### config.mk
export PLATFORM = sky130hd
export DESIGN_NAME = byte_port
export DESIGN_NICKNAME = d
export VERILOG_FILES = /design/src/hdl/byte_port.v
export VERILOG_INCLUDE_DIRS = /design/src /design/src/hdl
export SDC_FILE = /design/constraint.sdc
export NUM_CORES = 1
export LEC_CHECK = 0
export BUFFER_PORTS_ARGS = -buffer_cell sky130_fd_sc_hd__buf_2
export CORE_MARGIN = 2
export CORE_UTILIZATION = 51
export CTS_CLUSTER_DIAMETER = 120
export DETAILED_ROUTE_END_ITERATION = 6
export GPL_TIMING_DRIVEN = 0
export PLACE_DENSITY = 0.78
export RECOVER_POWER = 50
export SETUP_SLACK_MARGIN = 0.3
export SYNTH_ARGS = -nofsm -noshare
export SYNTH_HDL_FRONTEND = slang
export SYNTH_SLANG_ARGS = --single-unit
### constraint.sdc
create_clock -name clk -period 1.61 [get_ports clk]
set_input_delay 0.161 -clock clk [delete_from_list [all_inputs] [get_ports clk]]
set_output_delay 0.161 -clock clk [all_outputs]
set_load 0.02 [all_outputs]
### src/hdl/byte_port_map.vh
// Register offsets, field positions and reset values of the byte port
`ifndef BYTE_PORT_MAP_VH
`define BYTE_PORT_MAP_VH
`define ADDR_DATA 8'h38
`define ADDR_EDGE_SEL 8'h3c
`define ADDR_ALT_FUNC 8'h3d
`define ADDR_DRIVE_TYPE 8'h3e
`define ADDR_DIRECTION 8'h3f
`define SEL_LO_MSB 1
`define SEL_LO_LSB 0
`define SEL_HI_MSB 5
`define SEL_HI_LSB 4
`define SRC_HALF_CLK 2'h0
`define SRC_TIMER_A1 2'h1
`define SRC_TIMER_B1 2'h2
`define SRC_TIMER_B2 2'h3
`define RST_DIRECTION 8'h00
`define RST_EDGE_SEL 8'h00
`define RST_OTHER 8'h00
`define RST_OTHER_LO 4'h0
`define RST_OTHER_HI 4'h0
`define HALF_CLK_DIV 1'b1
`endif

### src/hdl/byte_port.v
// Eight-bit general-purpose port with per-nibble timed output transfer
//
// The placing of the registers and the plain strobed port were decided locally.
`timescale 1ns/1ns
`include "byte_port_map.vh"

module byte_port (
  // Clock and reset
  input wire clk,
  input wire rst_n,
  // Register port
  input wire [7:0] regAddr,
  input wire [7:0] regWdata,
  input wire regWr,
  input wire regRd,
  output reg [7:0] regRdata,
  // Timer outputs used as transfer events
  input wire timerA1,
  input wire timerB1,
  input wire timerB2,
  // Modulator outputs
  input wire [3:0] modulatorOut,
  // Serial clocks
  input wire serialCClkMode,
  input wire serialCClkInternal,
  input wire serialCClockOut,
  input wire serialDClkMode,
  input wire serialDClkInternal,
  input wire serialDClockOut,
  output reg serialCClockIn,
  output reg serialDClockIn,
  // Decoder and capture inputs
  output reg [1:0] decoder1Phase,
  output reg [1:0] decoder2Phase,
  output reg [1:0] altDecoder1Phase,
  output reg [1:0] altDecoder2Phase,
  output reg [3:0] captureIn,
  // Pins
  input wire [7:0] pinIn,
  output reg [7:0] pinOut,
  output reg [7:0] pinOe
);

  // Register state
  reg [7:0] directionReg_r;
  reg [7:0] edgeSelReg_r;
  reg [7:0] altFuncReg_r;
  reg [7:0] driveTypeReg_r;
  reg [7:0] preload_r;
  reg [7:0] outReg_r;
  reg halfClk_r;
  reg [2:0] timerDly_r;

  // Transfer events and next values
  reg loEdge;
  reg hiEdge;
  reg [7:0] rdata_nxt;
  wire [7:0] pinOut_nxt;
  wire [7:0] pinOe_nxt;
  wire [2:0] timerNow;
  wire [2:0] timerRise;
  wire halfRise;

  // Register decodes
  wire wrData;
  wire wrEdgeSel;
  wire wrAltFunc;
  wire wrDriveType;
  wire wrDirection;
  wire rdData;

  assign wrData = regWr && (regAddr == `ADDR_DATA);
  assign wrEdgeSel = regWr && (regAddr == `ADDR_EDGE_SEL);
  assign wrAltFunc = regWr && (regAddr == `ADDR_ALT_FUNC);
  assign wrDriveType = regWr && (regAddr == `ADDR_DRIVE_TYPE);
  assign wrDirection = regWr && (regAddr == `ADDR_DIRECTION);
  assign rdData = regRd && (regAddr == `ADDR_DATA);

  // Timer rising edges seen against the previous cycle
  assign timerNow = {timerB2, timerB1, timerA1};
  assign timerRise = timerNow & ~timerDly_r;
  assign halfRise = (halfClk_r == 1'b0);

  // Lower nibble event source
  always @* begin
    case (edgeSelReg_r[`SEL_LO_MSB:`SEL_LO_LSB])
      `SRC_HALF_CLK: begin
        loEdge = halfRise;
      end
      `SRC_TIMER_A1: begin
        loEdge = timerRise[0];
      end
      `SRC_TIMER_B1: begin
        loEdge = timerRise[1];
      end
      `SRC_TIMER_B2: begin
        loEdge = timerRise[2];
      end
      default: begin
        loEdge = halfRise;
      end
    endcase
  end

  // Upper nibble event source, independent of the lower one
  always @* begin
    case (edgeSelReg_r[`SEL_HI_MSB:`SEL_HI_LSB])
      `SRC_HALF_CLK: begin
        hiEdge = halfRise;
      end
      `SRC_TIMER_A1: begin
        hiEdge = timerRise[0];
      end
      `SRC_TIMER_B1: begin
        hiEdge = timerRise[1];
      end
      `SRC_TIMER_B2: begin
        hiEdge = timerRise[2];
      end
      default: begin
        hiEdge = halfRise;
      end
    endcase
  end

  // Direction, all inputs after reset
  always @(posedge clk or negedge rst_n) begin
    if (!rst_n) begin
      directionReg_r <= `RST_DIRECTION;
    end else if (wrDirection) begin
      directionReg_r <= regWdata;
    end
  end

  // Edge select; cleared so data moves on the half clock
  always @(posedge clk or negedge rst_n) begin
    if (!rst_n) begin
      edgeSelReg_r <= `RST_EDGE_SEL;
    end else if (wrEdgeSel) begin
      edgeSelReg_r <= regWdata;
    end
  end

  // Preload, alternate function, drive type: no reset
  always @(posedge clk) begin
    if (wrData) begin
      preload_r <= regWdata;
    end
  end

  always @(posedge clk) begin
    if (wrAltFunc) begin
      altFuncReg_r <= regWdata;
    end
  end

  always @(posedge clk) begin
    if (wrDriveType) begin
      driveTypeReg_r <= regWdata;
    end
  end

  // Half-rate divider
  always @(posedge clk or negedge rst_n) begin
    if (!rst_n) begin
      halfClk_r <= 1'b0;
    end else begin
      halfClk_r <= halfClk_r ^ `HALF_CLK_DIV;
    end
  end

  // Timer edge history
  always @(posedge clk or negedge rst_n) begin
    if (!rst_n) begin
      timerDly_r <= 3'h0;
    end else begin
      timerDly_r <= timerNow;
    end
  end

  // Lower nibble transfer
  always @(posedge clk or negedge rst_n) begin
    if (!rst_n) begin
      outReg_r[3:0] <= `RST_OTHER_LO;
    end else if (loEdge) begin
      outReg_r[3:0] <= preload_r[3:0];
    end
  end

  // Upper nibble transfer
  always @(posedge clk or negedge rst_n) begin
    if (!rst_n) begin
      outReg_r[7:4] <= `RST_OTHER_HI;
    end else if (hiEdge) begin
      outReg_r[7:4] <= preload_r[7:4];
    end
  end

  // Pin drive per bit
  genvar i;
  generate
    for (i = 0; i < 8; i = i + 1) begin : g_bit
      wire modSel;
      wire modVal;
      wire serialMode;
      wire serialInt;
      wire serialClk;
      reg bitDrv;
      reg bitOut;
      reg bitPin;
      reg bitOe;

      if (i >= 4) begin : g_mod
        assign modSel = altFuncReg_r[i];
        assign modVal = modulatorOut[i - 4];
      end else begin : g_nomod
        assign modSel = 1'b0;
        assign modVal = 1'b0;
      end

      if (i == 1) begin : g_ser_c
        assign serialMode = serialCClkMode;
        assign serialInt = serialCClkInternal;
        assign serialClk = serialCClockOut;
      end else if (i == 0) begin : g_ser_d
        assign serialMode = serialDClkMode;
        assign serialInt = serialDClkInternal;
        assign serialClk = serialDClockOut;
      end else begin : g_ser_none
        assign serialMode = 1'b0;
        assign serialInt = 1'b0;
        assign serialClk = 1'b0;
      end

      // Internal serial clock overrides direction and function
      always @* begin
        bitDrv = outReg_r[i];
        bitOut = directionReg_r[i];
        if (modSel) begin
          bitDrv = modVal;
        end
        if (serialMode && altFuncReg_r[i]) begin
          bitDrv = serialClk;
        end
        if (serialMode && serialInt) begin
          bitDrv = serialClk;
          bitOut = 1'b1;
        end
      end

      // Open drain only ever pulls low
      always @* begin
        if (driveTypeReg_r[i]) begin
          bitPin = 1'b0;
          bitOe = bitOut & ~bitDrv;
        end else begin
          bitPin = bitDrv;
          bitOe = bitOut;
        end
      end

      assign pinOut_nxt[i] = bitPin;
      assign pinOe_nxt[i] = bitOe;
    end
  endgenerate

  // Read data, zero outside the answer cycle
  always @* begin
    rdata_nxt = 8'h00;
    if (rdData) begin
      rdata_nxt = pinIn;
    end
  end

  always @(posedge clk or negedge rst_n) begin
    if (!rst_n) begin
      pinOut <= 8'h00;
    end else begin
      pinOut <= pinOut_nxt;
    end
  end

  always @(posedge clk or negedge rst_n) begin
    if (!rst_n) begin
      pinOe <= 8'h00;
    end else begin
      pinOe <= pinOe_nxt;
    end
  end

  always @(posedge clk or negedge rst_n) begin
    if (!rst_n) begin
      regRdata <= 8'h00;
    end else begin
      regRdata <= rdata_nxt;
    end
  end

  always @(posedge clk or negedge rst_n) begin
    if (!rst_n) begin
      serialCClockIn <= 1'b0;
    end else begin
      serialCClockIn <= pinIn[1];
    end
  end

  always @(posedge clk or negedge rst_n) begin
    if (!rst_n) begin
      serialDClockIn <= 1'b0;
    end else begin
      serialDClockIn <= pinIn[0];
    end
  end

  // Decoder phase taps
  always @(posedge clk or negedge rst_n) begin
    if (!rst_n) begin
      decoder1Phase <= 2'h0;
      decoder2Phase <= 2'h0;
      altDecoder1Phase <= 2'h0;
      altDecoder2Phase <= 2'h0;
    end else begin
      decoder1Phase <= {pinIn[1], pinIn[0]};
      decoder2Phase <= {pinIn[3], pinIn[2]};
      altDecoder1Phase <= {pinIn[5], pinIn[4]};
      altDecoder2Phase <= {pinIn[7], pinIn[6]};
    end
  end

  always @(posedge clk or negedge rst_n) begin
    if (!rst_n) begin
      captureIn <= 4'h0;
    end else begin
      captureIn <= {pinIn[7], pinIn[5], pinIn[3], pinIn[1]};
    end
  end

endmodule

## Yosys cells after proc, flatten, opt, wreduce, memory -nomap -nowiden

Cells that the tools add are included.

- Output and inout port bits: 38
- Bits in registers: 88
- Logic and storage cells: 90
- Bits of input ports: 41

- Reduce and logical (&&, ||, !) cells: 12
- Eq/ne operators: 11
- Bitwise logic cells: 19
- Mux-type cells: 29

Operator list:

| cell | number |
|---|---|
| == test 8 x 6 -> 1 bit (second input constant) | 5 |
| 2-to-1 mux 1 bit | 26 |
| logical AND 1 bit | 10 |
| inverter 1 bit | 9 |
| AND 1 bit | 8 |
| == test 2 bit (second input constant) | 4 |
| 2-to-1 mux 8 bit | 1 |
| one-hot mux 1 bit (4 select lines) | 2 |
| == test 2 x 1 -> 1 bit (second input constant) | 2 |
| zero test 2 bit | 2 |
| AND 3 bit | 1 |
| inverter 3 bit | 1 |

## Depth between registers and ports, before layout

Gate-level depths: netlist of the first run.

- Depth in word-level cells: 6
- Gate-level depth with buffers: 4
- Mapped depth without buffers: 3

## Least setup slack after synthesis of the first run

No wires, ideal clock.

- Path kind: input to register
- Start point: input port regAddr[6]
- End point: register driveTypeReg_r[0], enable pin
- Path buffers: 1
- Library setup time: 0.395 ns
- Setup slack: -0.196 ns
- Cell stages on the path: 3
- Arrival time: 1.411 ns
- Data required time: 1.215 ns
- Cells stage by stage: nand4bb_1 -> buf_6 -> nor4_1

- Word-level cells in the longest chain between the ends: 2

Ends and longest elaborated chain:

| element | line | source |
|---|---|---|
| start: declaration | byte_port.v:12 | `input wire [7:0] regAddr,` |
| == test 8 x 6 -> 1 bit (no line) | -- |  |
| logical AND 1 bit | byte_port.v:75 | `` assign wrDriveType = regWr && (regAddr == `ADDR_DRIVE_TYPE); `` |
| via wrDriveType | byte_port.v:68 | `wire wrDriveType;` |
| end signal: assignment | byte_port.v:159 | `driveTypeReg_r <= regWdata;` |
| end: declaration | byte_port.v:48 | `reg [7:0] driveTypeReg_r;` |

The timed path passes the listed nets, and every way through them passes these cells.
A chain may end at the register's enable or synchronous reset.

## Final worst setup path of the first run

- Start point: register timerDly_r[2]
- End point: register outReg_r[0]

- Word-level cells in the longest chain between the ends: 3

Ends and longest elaborated chain:

| element | line | source |
|---|---|---|
| start: declaration | byte_port.v:52 | `reg [2:0] timerDly_r;` |
| start signal: assignment | byte_port.v:177 | `timerDly_r <= timerNow;` |
| inverter 3 bit | byte_port.v:81 | `assign timerRise = timerNow & ~timerDly_r;` |
| AND 3 bit | byte_port.v:81 |  |
| one-hot mux 1 bit (4 select lines) | byte_port.v:86 | `` case (edgeSelReg_r[`SEL_LO_MSB:`SEL_LO_LSB]) `` |
| end signal: assignment | byte_port.v:184 | `` outReg_r[3:0] <= `RST_OTHER_LO; `` |
| end signal: assignment | byte_port.v:186 | `outReg_r[3:0] <= preload_r[3:0];` |
| end: declaration | byte_port.v:50 | `reg [7:0] outReg_r;` |

No other way between the ends.

==> flow_summary.yaml, run 1 <==
synthesis:
  synth_warnings: 0
  synthTopCellsByArea: "dfrtp_1, edfxtp_1, mux2_2, mux2_1, nor2b_1"
  synthesis.area_um2: 2780
  syn_nets: 201
  ys_seq_area_frac: 0.742
  syn_area_per_cell_um2: 17.4
  netlist.area_leader.share: 0.504
  postSynthCellCount: 160
  ys_ff_latch: 78
  synth_top_area_cell: "dfrtp_1"
  synth_cell_types: 25
worst_setup_path:
  reg2reg_depth: 3
  path_cells: "nand2b_4 -> mux4_2 -> mux2_4"
  cpMaxStageDelayCell: "mux4_2"
  critical_path_class: "flip-flop to flip-flop"
  endpoint_kind: "flip-flop"
  r2r-end: "outReg_r[0]"
  cp_slowest_stage_delay_ns: 0.57
  cp.arrival_ns: 1.75
  rr_startpoint: "timerDly_r[2]"
  r2r_slack_ns: 0.08
  cp-start-kind: "flip-flop"
  critPathMaxFanout: 4
  critical_path_buf_inv_count: 0
  required_ns: 1.84
  crit_family: "multiplexers"
sta:
  post-route-period-util: 0.948
  slew_headroom: 0.106
  rsz0062_at_grt: "yes"
  finalSetupViolCount: 0
  fin_setup_tns_ns: 0
  report.final.hold_viol_count: 0
  worst_pin_slew_ns: 1.34
  fin_skew_ns: 0.00659
  finalMaxSlewViolations: 0
  max_freq_mhz: 655
  fin_crit_ns: 1.53
floorplanning:
  core_um2: 5170
  fp-row-count: 26
  ioPinCount: 79
  start_util: 0.537
  die_w_um: 77.8
  die_h_um: 77.8
  die_area_um2: 6060
final_layout:
  layout-drive-gt1-share: 0.412
  final_nets: 303
  final_cells: 337
  syn_to_final_growth_pct: 29.1
  design_area_um2: 3590
  diodes: 0
routing:
  route.met2.wl_um: 2500
  wire_per_inst_um: 14.5
  via_per_inst: 4.88
  ant_nets: 0
  top_layer: "met4"
  drc: 0
  routed-wl-met3_um: 290
  m1WireLength_um: 2000
  dr.first_iter.drc_count: 72
  dr.pass1.iters: 4
  vias: 1646
  totalWireLength_um: 4890
power_and_ir_drop:
  p_int_mw: 2.87
  p_per_area_nw_per_um2: 1030
  sw_frac_of_total: 0.222
  peakVddDrop_v: 0.000599
  comb_power_share: 0.077
  totalPowerFinal_mw: 3.69
  p_sw_mw: 0.821
  clkPwrFrac: 0.352
  seqPwrFrac: 0.571
  cellLeakagePower_nw: 1.66
run:
  maxCapViolations: 0
clock_tree:
  cts_buffers: 9
  cts.clk_slew.worst_paths_ns: 0.08
  cts_max_path_buffers: 2
  clk_latency_ns: 0.33
  h-tree-depth: 3
  root_buffer: "clkbuf_8"
  cts.sinks: 78
  cts_tree: "yes"
global_route:
  antenna_found_initial: 0
  grt_pass1_wl_um: 8020
  grt_pass1_vias: 1674
  grt_usage: 0.181
  grt_max_degree: 57
  grt_overflow: 0
min_path:
  hold-path-endpoint: "driveTypeReg_r[3]"
  whs_path_depth: 1
  worstHoldPathType: "input pin to flip-flop"
  worstHoldStart: "regWdata[3]"
place:
  placed_cells: 308
  io_buffers: 78
  dpl-instance-area_um2: 3280
  dp_hpwl_um: 3200
  gp_congestion: 0.672
outcome:
  status: "finished, final reports clean"
## Yosys cell counts, drive strengths merged
library cell,n
dfrtp,56
mux2,26
edfxtp,22
nor2b,8
and2,7
buf,7
a21boi,6
a21oi,4
nand2b,4
nor4,3
inv,2
mux4,2
nand2,2
nor2,2
nor3,2
o21ai,2
and3,1
and4,1
nand3,1
nand4bb,1
or2,1
## placed cells by master, fill, tap and decap left out, types with 2 or more instances in the layout
| cell type | Yosys | routed |
|---|---|---|
| edfxtp_1 | 22 | 22 |
| nor2_1 | 2 | 2 |
| a21oi_1 | 4 | 4 |
| clkbuf_8 | 0 | 9 |
| nand2b_4 | 0 | 3 |
| o21ai_0 | 2 | 2 |
| and2_0 | 0 | 5 |
| nor4_4 | 2 | 2 |
| mux2_4 | 0 | 8 |
| dlygate4sd3_1 | 0 | 11 |
| dfrtp_1 | 56 | 56 |
| nand2_1 | 2 | 2 |
| inv_1 | 2 | 2 |
| mux4_2 | 2 | 2 |
| and2_1 | 7 | 2 |
| mux2_2 | 18 | 18 |
| a21boi_0 | 6 | 6 |
| nor2b_1 | 8 | 8 |
| clkinv_2 | 0 | 2 |
| buf_2 | 0 | 50 |
| buf_4 | 6 | 8 |
| clkbuf_1 | 0 | 30 |
## metrics by stage
stage | utilization | hold slack (ns) | worst slack [ns]
global route | 0.694 | 0.0651 | 0.0552
floorplan | - | -0.135 | 0.184
finish | 0.694 | 0.0502 | 0.0835
CTS | 0.699 | 0.0117 | 0.0871
global placement | 0.634 | 0.278 | -0.0498
detailed placement | 0.634 | 0.282 | -0.0819
## layer usage
layer | GRT usage | vias up
li1 | - | 767
met1 | 0.215 | 818
met2 | 0.297 | 51
met3 | 0.0547 | 10
met4 | 0.0946 | 0
met5 | 0 | -
## cell type report
type	instances	area, µm²
clock buffer	13	160
buffer	7	56.3
tap	70	87.6
fill	365	1580
multi-input combinational	73	718
clock inverter	3	16.3
inverter	2	7.51
sequential	78	2060
timing repair buffer	91	482
## worst max-delay path by stage
stage          slack [ns]  cells past startpoint           from                 to
6_report             0.08                      3  timerDly_r[2]        outReg_r[0]
4_1_cts              0.09                      3  timerDly_r[2]    g_bit[2].bitDrv
3_3_place_gp        -0.05                      4     regAddr[6]  driveTypeReg_r[7]
3_5_place_dp        -0.08                      4     regAddr[6]  driveTypeReg_r[6]
2_1_floorplan        0.18                      3  timerDly_r[2]    g_bit[2].bitDrv
5_1_grt              0.06                      3  timerDly_r[2]        outReg_r[5]
## worst reg2reg max path: cells and delay by family (launching register included)
family        cells  cell delay, ns
flops             1            0.38
simple gates      1            0.14
mux               2            0.90
## cells by family after synthesis
logic type,Yosys count,synth area share
flops,78,0.742
simple gates,33,0.0869
mux,28,0.122
compound gates,12,0.0270
buf+inv,9,0.0230
## registers in the layout, indices dropped and copies added (netlist names)
| name | flops |
|---|---|
| directionReg_r | 8 |
| driveTypeReg_r | 8 |
| pinOe | 8 |
| pinOut | 8 |
| preload_r | 8 |
| regRdata | 8 |
| altFuncReg_r | 6 |
| outReg_r | 6 |
| edgeSelReg_r | 4 |
| captureIn | 3 |
| timerDly_r | 3 |
| altDecoder2Phase | 2 |
| g_bit.bitDrv | 2 |
| altDecoder1Phase | 1 |
| decoder1Phase | 1 |
| decoder2Phase | 1 |
| halfClk_r | 1 |
## power by group through the flow
stage	clock (mW)	sequential, mW	combinational (mW)
after detailed placement	0	2.15	0.259
after floorplan	0	2.18	0.0922
after global routing	1.42	2.12	0.310
final	1.30	2.11	0.283
after CTS	1.33	2.11	0.293
after global placement	0	2.15	0.252
## timing repair
item	4_1_cts	5_1_grt
pin swaps	1	1
endpoints found under the setup margin	16	11
hold endpoints to repair	11	0
hold buffers	11	0
resized for setup	9	2
buffers inserted	2	0
Note: power is estimated with default switching activity, not from simulation.
==> run 2, diff against run 1 <==
- CORE_ASPECT_RATIO: unset -> 0.8
==> run 2 against run 1 <==
Flip-flop and latch count did not move. Sequential power barely moved. Combinational power rose by 2%. Fmax fell by 0.74%. Routed wire length rose by 1.9%. Worst hold slack improved by 0.023 ns. Via count fell by 0.91%. Non-clock buffer count rose by 1. Sequential share of layout area fell by 0.16 points. Setup slack got worse by 0.011 ns. Critical path type unchanged.
==> flow_summary.yaml, run 2 (synthesis results as in run 1) <==
power_and_ir_drop:
  sw_frac_of_total: 0.233
  clkPwrFrac: 0.338
  p_int_mw: 2.78
  p_per_area_nw_per_um2: 1010
  comb_power_share: 0.080
  cellLeakagePower_nw: 1.70
  peakVddDrop_v: 0.000696
  seqPwrFrac: 0.582
  p_sw_mw: 0.845
worst_setup_path:
  endpoint_kind: "flip-flop"
  critical_path_class: "flip-flop to flip-flop"
  r2r_slack_ns: 0.07
  cp_slowest_stage_delay_ns: 0.56
  cp.arrival_ns: 1.76
  cp-start-kind: "flip-flop"
  rr_startpoint: "timerDly_r[1]"
  cpMaxStageDelayCell: "mux4_2"
  r2r-end: "outReg_r[4]"
  critPathMaxFanout: 4
  reg2reg_depth: 3
  path_cells: "nand2b_4 -> mux4_2 -> mux2_4"
  required_ns: 1.84
place:
  dp_hpwl_um: 3200
  placed_cells: 303
  io_buffers: 78
  gp_congestion: 0.691
  dpl-instance-area_um2: 3270
floorplanning:
  start_util: 0.520
  die_w_um: 86.5
  fp-row-count: 24
  core_um2: 5350
  ioPinCount: 79
  die_area_um2: 6060
  die_h_um: 70.0
min_path:
  worstHoldPathType: "input pin to flip-flop"
  hold-path-endpoint: "driveTypeReg_r[7]"
  worstHoldStart: "regWdata[7]"
  whs_path_depth: 1
routing:
  wire_per_inst_um: 15.0
  via_per_inst: 4.90
  totalWireLength_um: 4980
  dr.pass1.iters: 4
  drc: 0
  ant_nets: 0
  vias: 1631
  dr.first_iter.drc_count: 74
final_layout:
  final_cells: 333
  syn_to_final_growth_pct: 29.5
  layout-drive-gt1-share: 0.459
  final_common_cell: "buf_2"
  design_area_um2: 3600
  final_nets: 304
  diodes: 0
  fill_cells: 401
  final_cell_mix: "buf_2, dfrtp_1, edfxtp_1"
  utilization: 0.673
sta:
  fin_hold_ws_ns: 0.0732
  slew_headroom: 0.475
  fin_setup_tns_ns: 0
  rsz0062_at_grt: "yes"
  finalSetupViolCount: 0
  finalMaxSlewViolations: 0
  fin_crit_ns: 1.54
  worst_pin_slew_ns: 0.782
  post-route-period-util: 0.955
  max_freq_mhz: 650
  fin_skew_ns: 0.00887
  report.final.hold_viol_count: 0
clock_tree:
  cts.sinks: 78
  cts_max_path_buffers: 2
  cts_buffers: 9
  h-tree-depth: 3
  cts.clk_slew.worst_paths_ns: 0.08
  cts_tree: "yes"
  root_buffer: "clkbuf_8"
  clk_latency_ns: 0.34
global_route:
  grt_pass1_wl_um: 7990
  grt_overflow: 0
  grt_pass1_vias: 1696
  grt_max_degree: 57
  grt_usage: 0.182
  antenna_found_initial: 0
run:
  maxCapViolations: 0
outcome:
  status: "finished, final reports clean"
## run 2: cell count changes in the layout (fill, tap and decap cells not counted), sizes merged
cell,change
dlygate4sd3,+1
clkbuf,-14
clkinv,+2
clkinvlp,+2
buf,+11
inv,-1
## run 2: area by class of cell
cell class / instances / area [µm²] / area share
Inverter: 2 / 7.51 / 0.00209
Clock inverter: 6 / 38.8 / 0.0108
Clock buffer: 10 / 128 / 0.0355
Timing Repair Buffer: 92 / 508 / 0.141
Buffer: 7 / 56.3 / 0.0156
Sequential cell: 78 / 2060 / 0.573
Tap cell: 65 / 81.3 / 0.0226
Multi-Input combinational cell: 73 / 718 / 0.200
## run 2: power by group through the flow
| stage | sequential [mW] | combinational (mW) | clock, mW |
|---|---|---|---|
| final | 2.11 | 0.290 | 1.22 |
| after floorplan | 2.18 | 0.0922 | 0 |
| after global placement | 2.15 | 0.253 | 0 |
| after detailed placement | 2.15 | 0.260 | 0 |
| after global routing | 2.11 | 0.318 | 1.35 |
| after CTS | 2.11 | 0.298 | 1.26 |
## run 2: metrics by stage
step	setup slack (ns)	total power [mW]
after floorplan	0.184	2.27
after global placement	-0.0963	2.40
after detailed placement	-0.117	2.41
after CTS	0.100	3.67
after global routing	0.0483	3.78
final	0.0721	3.62
## run 2: worst max-delay path, delay by kind of cell, from the launching register on
family / cells / cell delay, ns
DFF: 1 / 0.38
muxes: 2 / 0.89
and+or+nand+nor: 1 / 0.14
## run 2: worst max path at each step
stage	end	slack [ns]	start	cells after the start
after detailed placement	driveTypeReg_r[1]	-0.12	regAddr[6]	4
final	outReg_r[4]	0.07	timerDly_r[1]	3
after global placement	driveTypeReg_r[0]	-0.1	regAddr[6]	4
after global routing	g_bit[3].bitDrv	0.05	timerDly_r[2]	3
after CTS	outReg_r[4]	0.10	timerDly_r[1]	3
after floorplan	g_bit[2].bitDrv	0.18	timerDly_r[2]	3
## run 2: per-layer routing
metal  GRT usage  routed length (µm)
met4      0.0781                 148
met1       0.225                2100
met5           0                   0
met3      0.0697                 241
met2       0.288                2490
## run 2: timing repair
action | CTS | global route
resized for setup | 11 | 0
setup endpoints to repair | 16 | 16
hold endpoints to repair | 11 | 56
buffers inserted | 0 | 2
hold buffers | 11 | 1
pin swaps | 1 | 1
==> run 3, diff against run 2 <==
- CORE_UTILIZATION: 51 -> 50
- PLACE_DENSITY: 0.78 -> 0.77
==> run 3 against run 2 <==
Clock power increased by 39%. Critical path depth unchanged. Sequential power hardly changed. Die area up 1.9%. Combinational power about the same. Clock skew hardly changed. Final cell count increased by 0.60%. First-iteration DRC count rose by 23%. Sequential share of layout area fell by 1.6 points.
==> flow_summary.yaml, run 3 (synthesis results as in run 1) <==
worst_setup_path:
  cp.arrival_ns: 1.78
  endpoint_kind: "flip-flop"
  critPathMaxFanout: 4
  cpMaxStageDelayCell: "mux4_2"
  required_ns: 1.83
  cp_slowest_stage_delay_ns: 0.59
  path_cells: "nand2b_4 -> mux4_2 -> mux2_4"
  critical_path_class: "flip-flop to flip-flop"
  cp-start-kind: "flip-flop"
final_layout:
  diodes: 0
  register_area_um2: 2060
  final_common_cell: "buf_2"
  layout-drive-gt1-share: 0.463
  final_nets: 306
  multi_input_area_um2: 723
  fill_cells: 391
  syn_to_final_growth_pct: 33.3
  utilization: 0.686
  final_cell_mix: "buf_2, dfrtp_1, edfxtp_1"
global_route:
  grt_max_degree: 57
  antenna_found_initial: 0
  grt_overflow: 0
  grt_pass1_vias: 1696
  grt_pass1_wl_um: 8290
  grt_usage: 0.187
clock_tree:
  cts.clk_slew.worst_paths_ns: 0.08
  cts_tree: "yes"
  root_buffer: "clkbuf_8"
  cts_buffers: 9
  clk_latency_ns: 0.34
  cts.sinks: 78
  cts_max_path_buffers: 2
  h-tree-depth: 3
floorplanning:
  die_h_um: 70.7
  ioPinCount: 79
  die_area_um2: 6180
  start_util: 0.514
  fp-row-count: 24
  core_um2: 5410
  die_w_um: 87.4
place:
  io_buffers: 78
  gp_congestion: 0.671
  dp_hpwl_um: 3330
power_and_ir_drop:
  clkPwrFrac: 0.413
  comb_power_share: 0.072
  p_sw_mw: 0.841
  seqPwrFrac: 0.515
  cellLeakagePower_nw: 1.75
  p_per_area_nw_per_um2: 1100
  sw_frac_of_total: 0.205
  peakVddDrop_v: 0.000778
  p_int_mw: 3.25
routing:
  ant_nets: 0
  wire_per_inst_um: 15.4
  totalWireLength_um: 5150
  drc: 0
  dr.first_iter.drc_count: 91
  vias: 1647
  dr.pass1.iters: 4
  via_per_inst: 4.92
sta:
  fin_skew_ns: 0.00922
  report.final.hold_viol_count: 0
  rsz0062_at_grt: "yes"
  finalSetupViolCount: 0
  worst_pin_slew_ns: 0.892
  finalMaxSlewViolations: 0
  slew_headroom: 0.405
  max_freq_mhz: 641
  fin_setup_tns_ns: 0
  fin_crit_ns: 1.56
  post-route-period-util: 0.969
run:
  maxCapViolations: 0
outcome:
  status: "finished, final reports clean"
min_path:
  worstHoldPathType: "input pin to flip-flop"
-- run 3: cell count changes in the layout (fill, tap and decap cells not counted), sizes merged --
cell    change
buf         +5
clkbuf      -3
clkinv      -3
bufinv      +3
-- run 3: repair_timing --
| action | in CTS | in global routing |
|---|---|---|
| setup endpoints to repair | 16 | 16 |
| pin swaps | 1 | 1 |
| endpoints found under the hold margin | 11 | 16 |
| buffers inserted | 2 | 1 |
| gates resized for setup | 9 | 1 |
| hold buffers | 11 | 1 |
-- run 3: layout make-up --
type	instances	area share
sequential	78	0.556
multi-input combinational	73	0.195
timing repair buffer	94	0.145
clock buffer	10	0.0344
clock inverter	6	0.0297
tap	65	0.0219
buffer	7	0.0152
inverter	2	0.00203
-- run 3: metal layers --
metal | vias up | global-route usage | routed length [µm]
met5 | - | 0 | 0
li1 | 774 | - | -
met4 | 0 | 0.0410 | 16
met3 | 2 | 0.0770 | 245
met1 | 824 | 0.237 | 2190
met2 | 47 | 0.306 | 2700
-- run 3: final timing paths --
| check | from | to | slack [ns] | cells past startpoint |
|---|---|---|---|---|
| max in group asynchronous | rst_n | directionReg_r[5] | 0.30 | 3 |
| max reg2reg | timerDly_r[2] | outReg_r[5] | 0.05 | 3 |
| min reg2reg | driveTypeReg_r[5] | pinOut[5] | 0.42 | 1 |
| max | timerDly_r[2] | outReg_r[5] | 0.05 | 3 |
| min in group asynchronous | rst_n | directionReg_r[4] | 0.46 | 2 |
| min | regWdata[3] | driveTypeReg_r[3] | 0.07 | 1 |
-- run 3: power by group through the flow --
stage          clock [mW]  combinational [mW]  sequential, mW
2_1_floorplan           0              0.0922            2.18
3_3_place_gp            0               0.253            2.15
3_5_place_dp            0               0.260            2.15
4_1_cts              1.73               0.296            2.11
5_1_grt              1.83               0.320            2.12
6_report             1.69               0.293            2.11
-- run 3: through the flow --
stage / cells / power, mW / setup WS (ns) / hold WS, ns / area, µm²
2_1_floorplan: 160 / 2.27 / 0.184 / -0.135 / 2800
3_3_place_gp: 303 / 2.40 / -0.0879 / 0.278 / 3270
3_5_place_dp: 303 / 2.41 / -0.105 / 0.281 / 3270
4_1_cts: 332 / 4.13 / 0.0703 / 0.0135 / 3680
5_1_grt: 335 / 4.27 / 0.0366 / 0.0594 / 3710
6_report: 335 / 4.09 / 0.0504 / 0.0653 / 3710
-- run 3: worst max-delay path: cells and delay by family, from the launching register on --
family           cells  cell delay, ns
DFF                  1            0.37
muxes                2            0.93
and+or+nand+nor      1            0.14
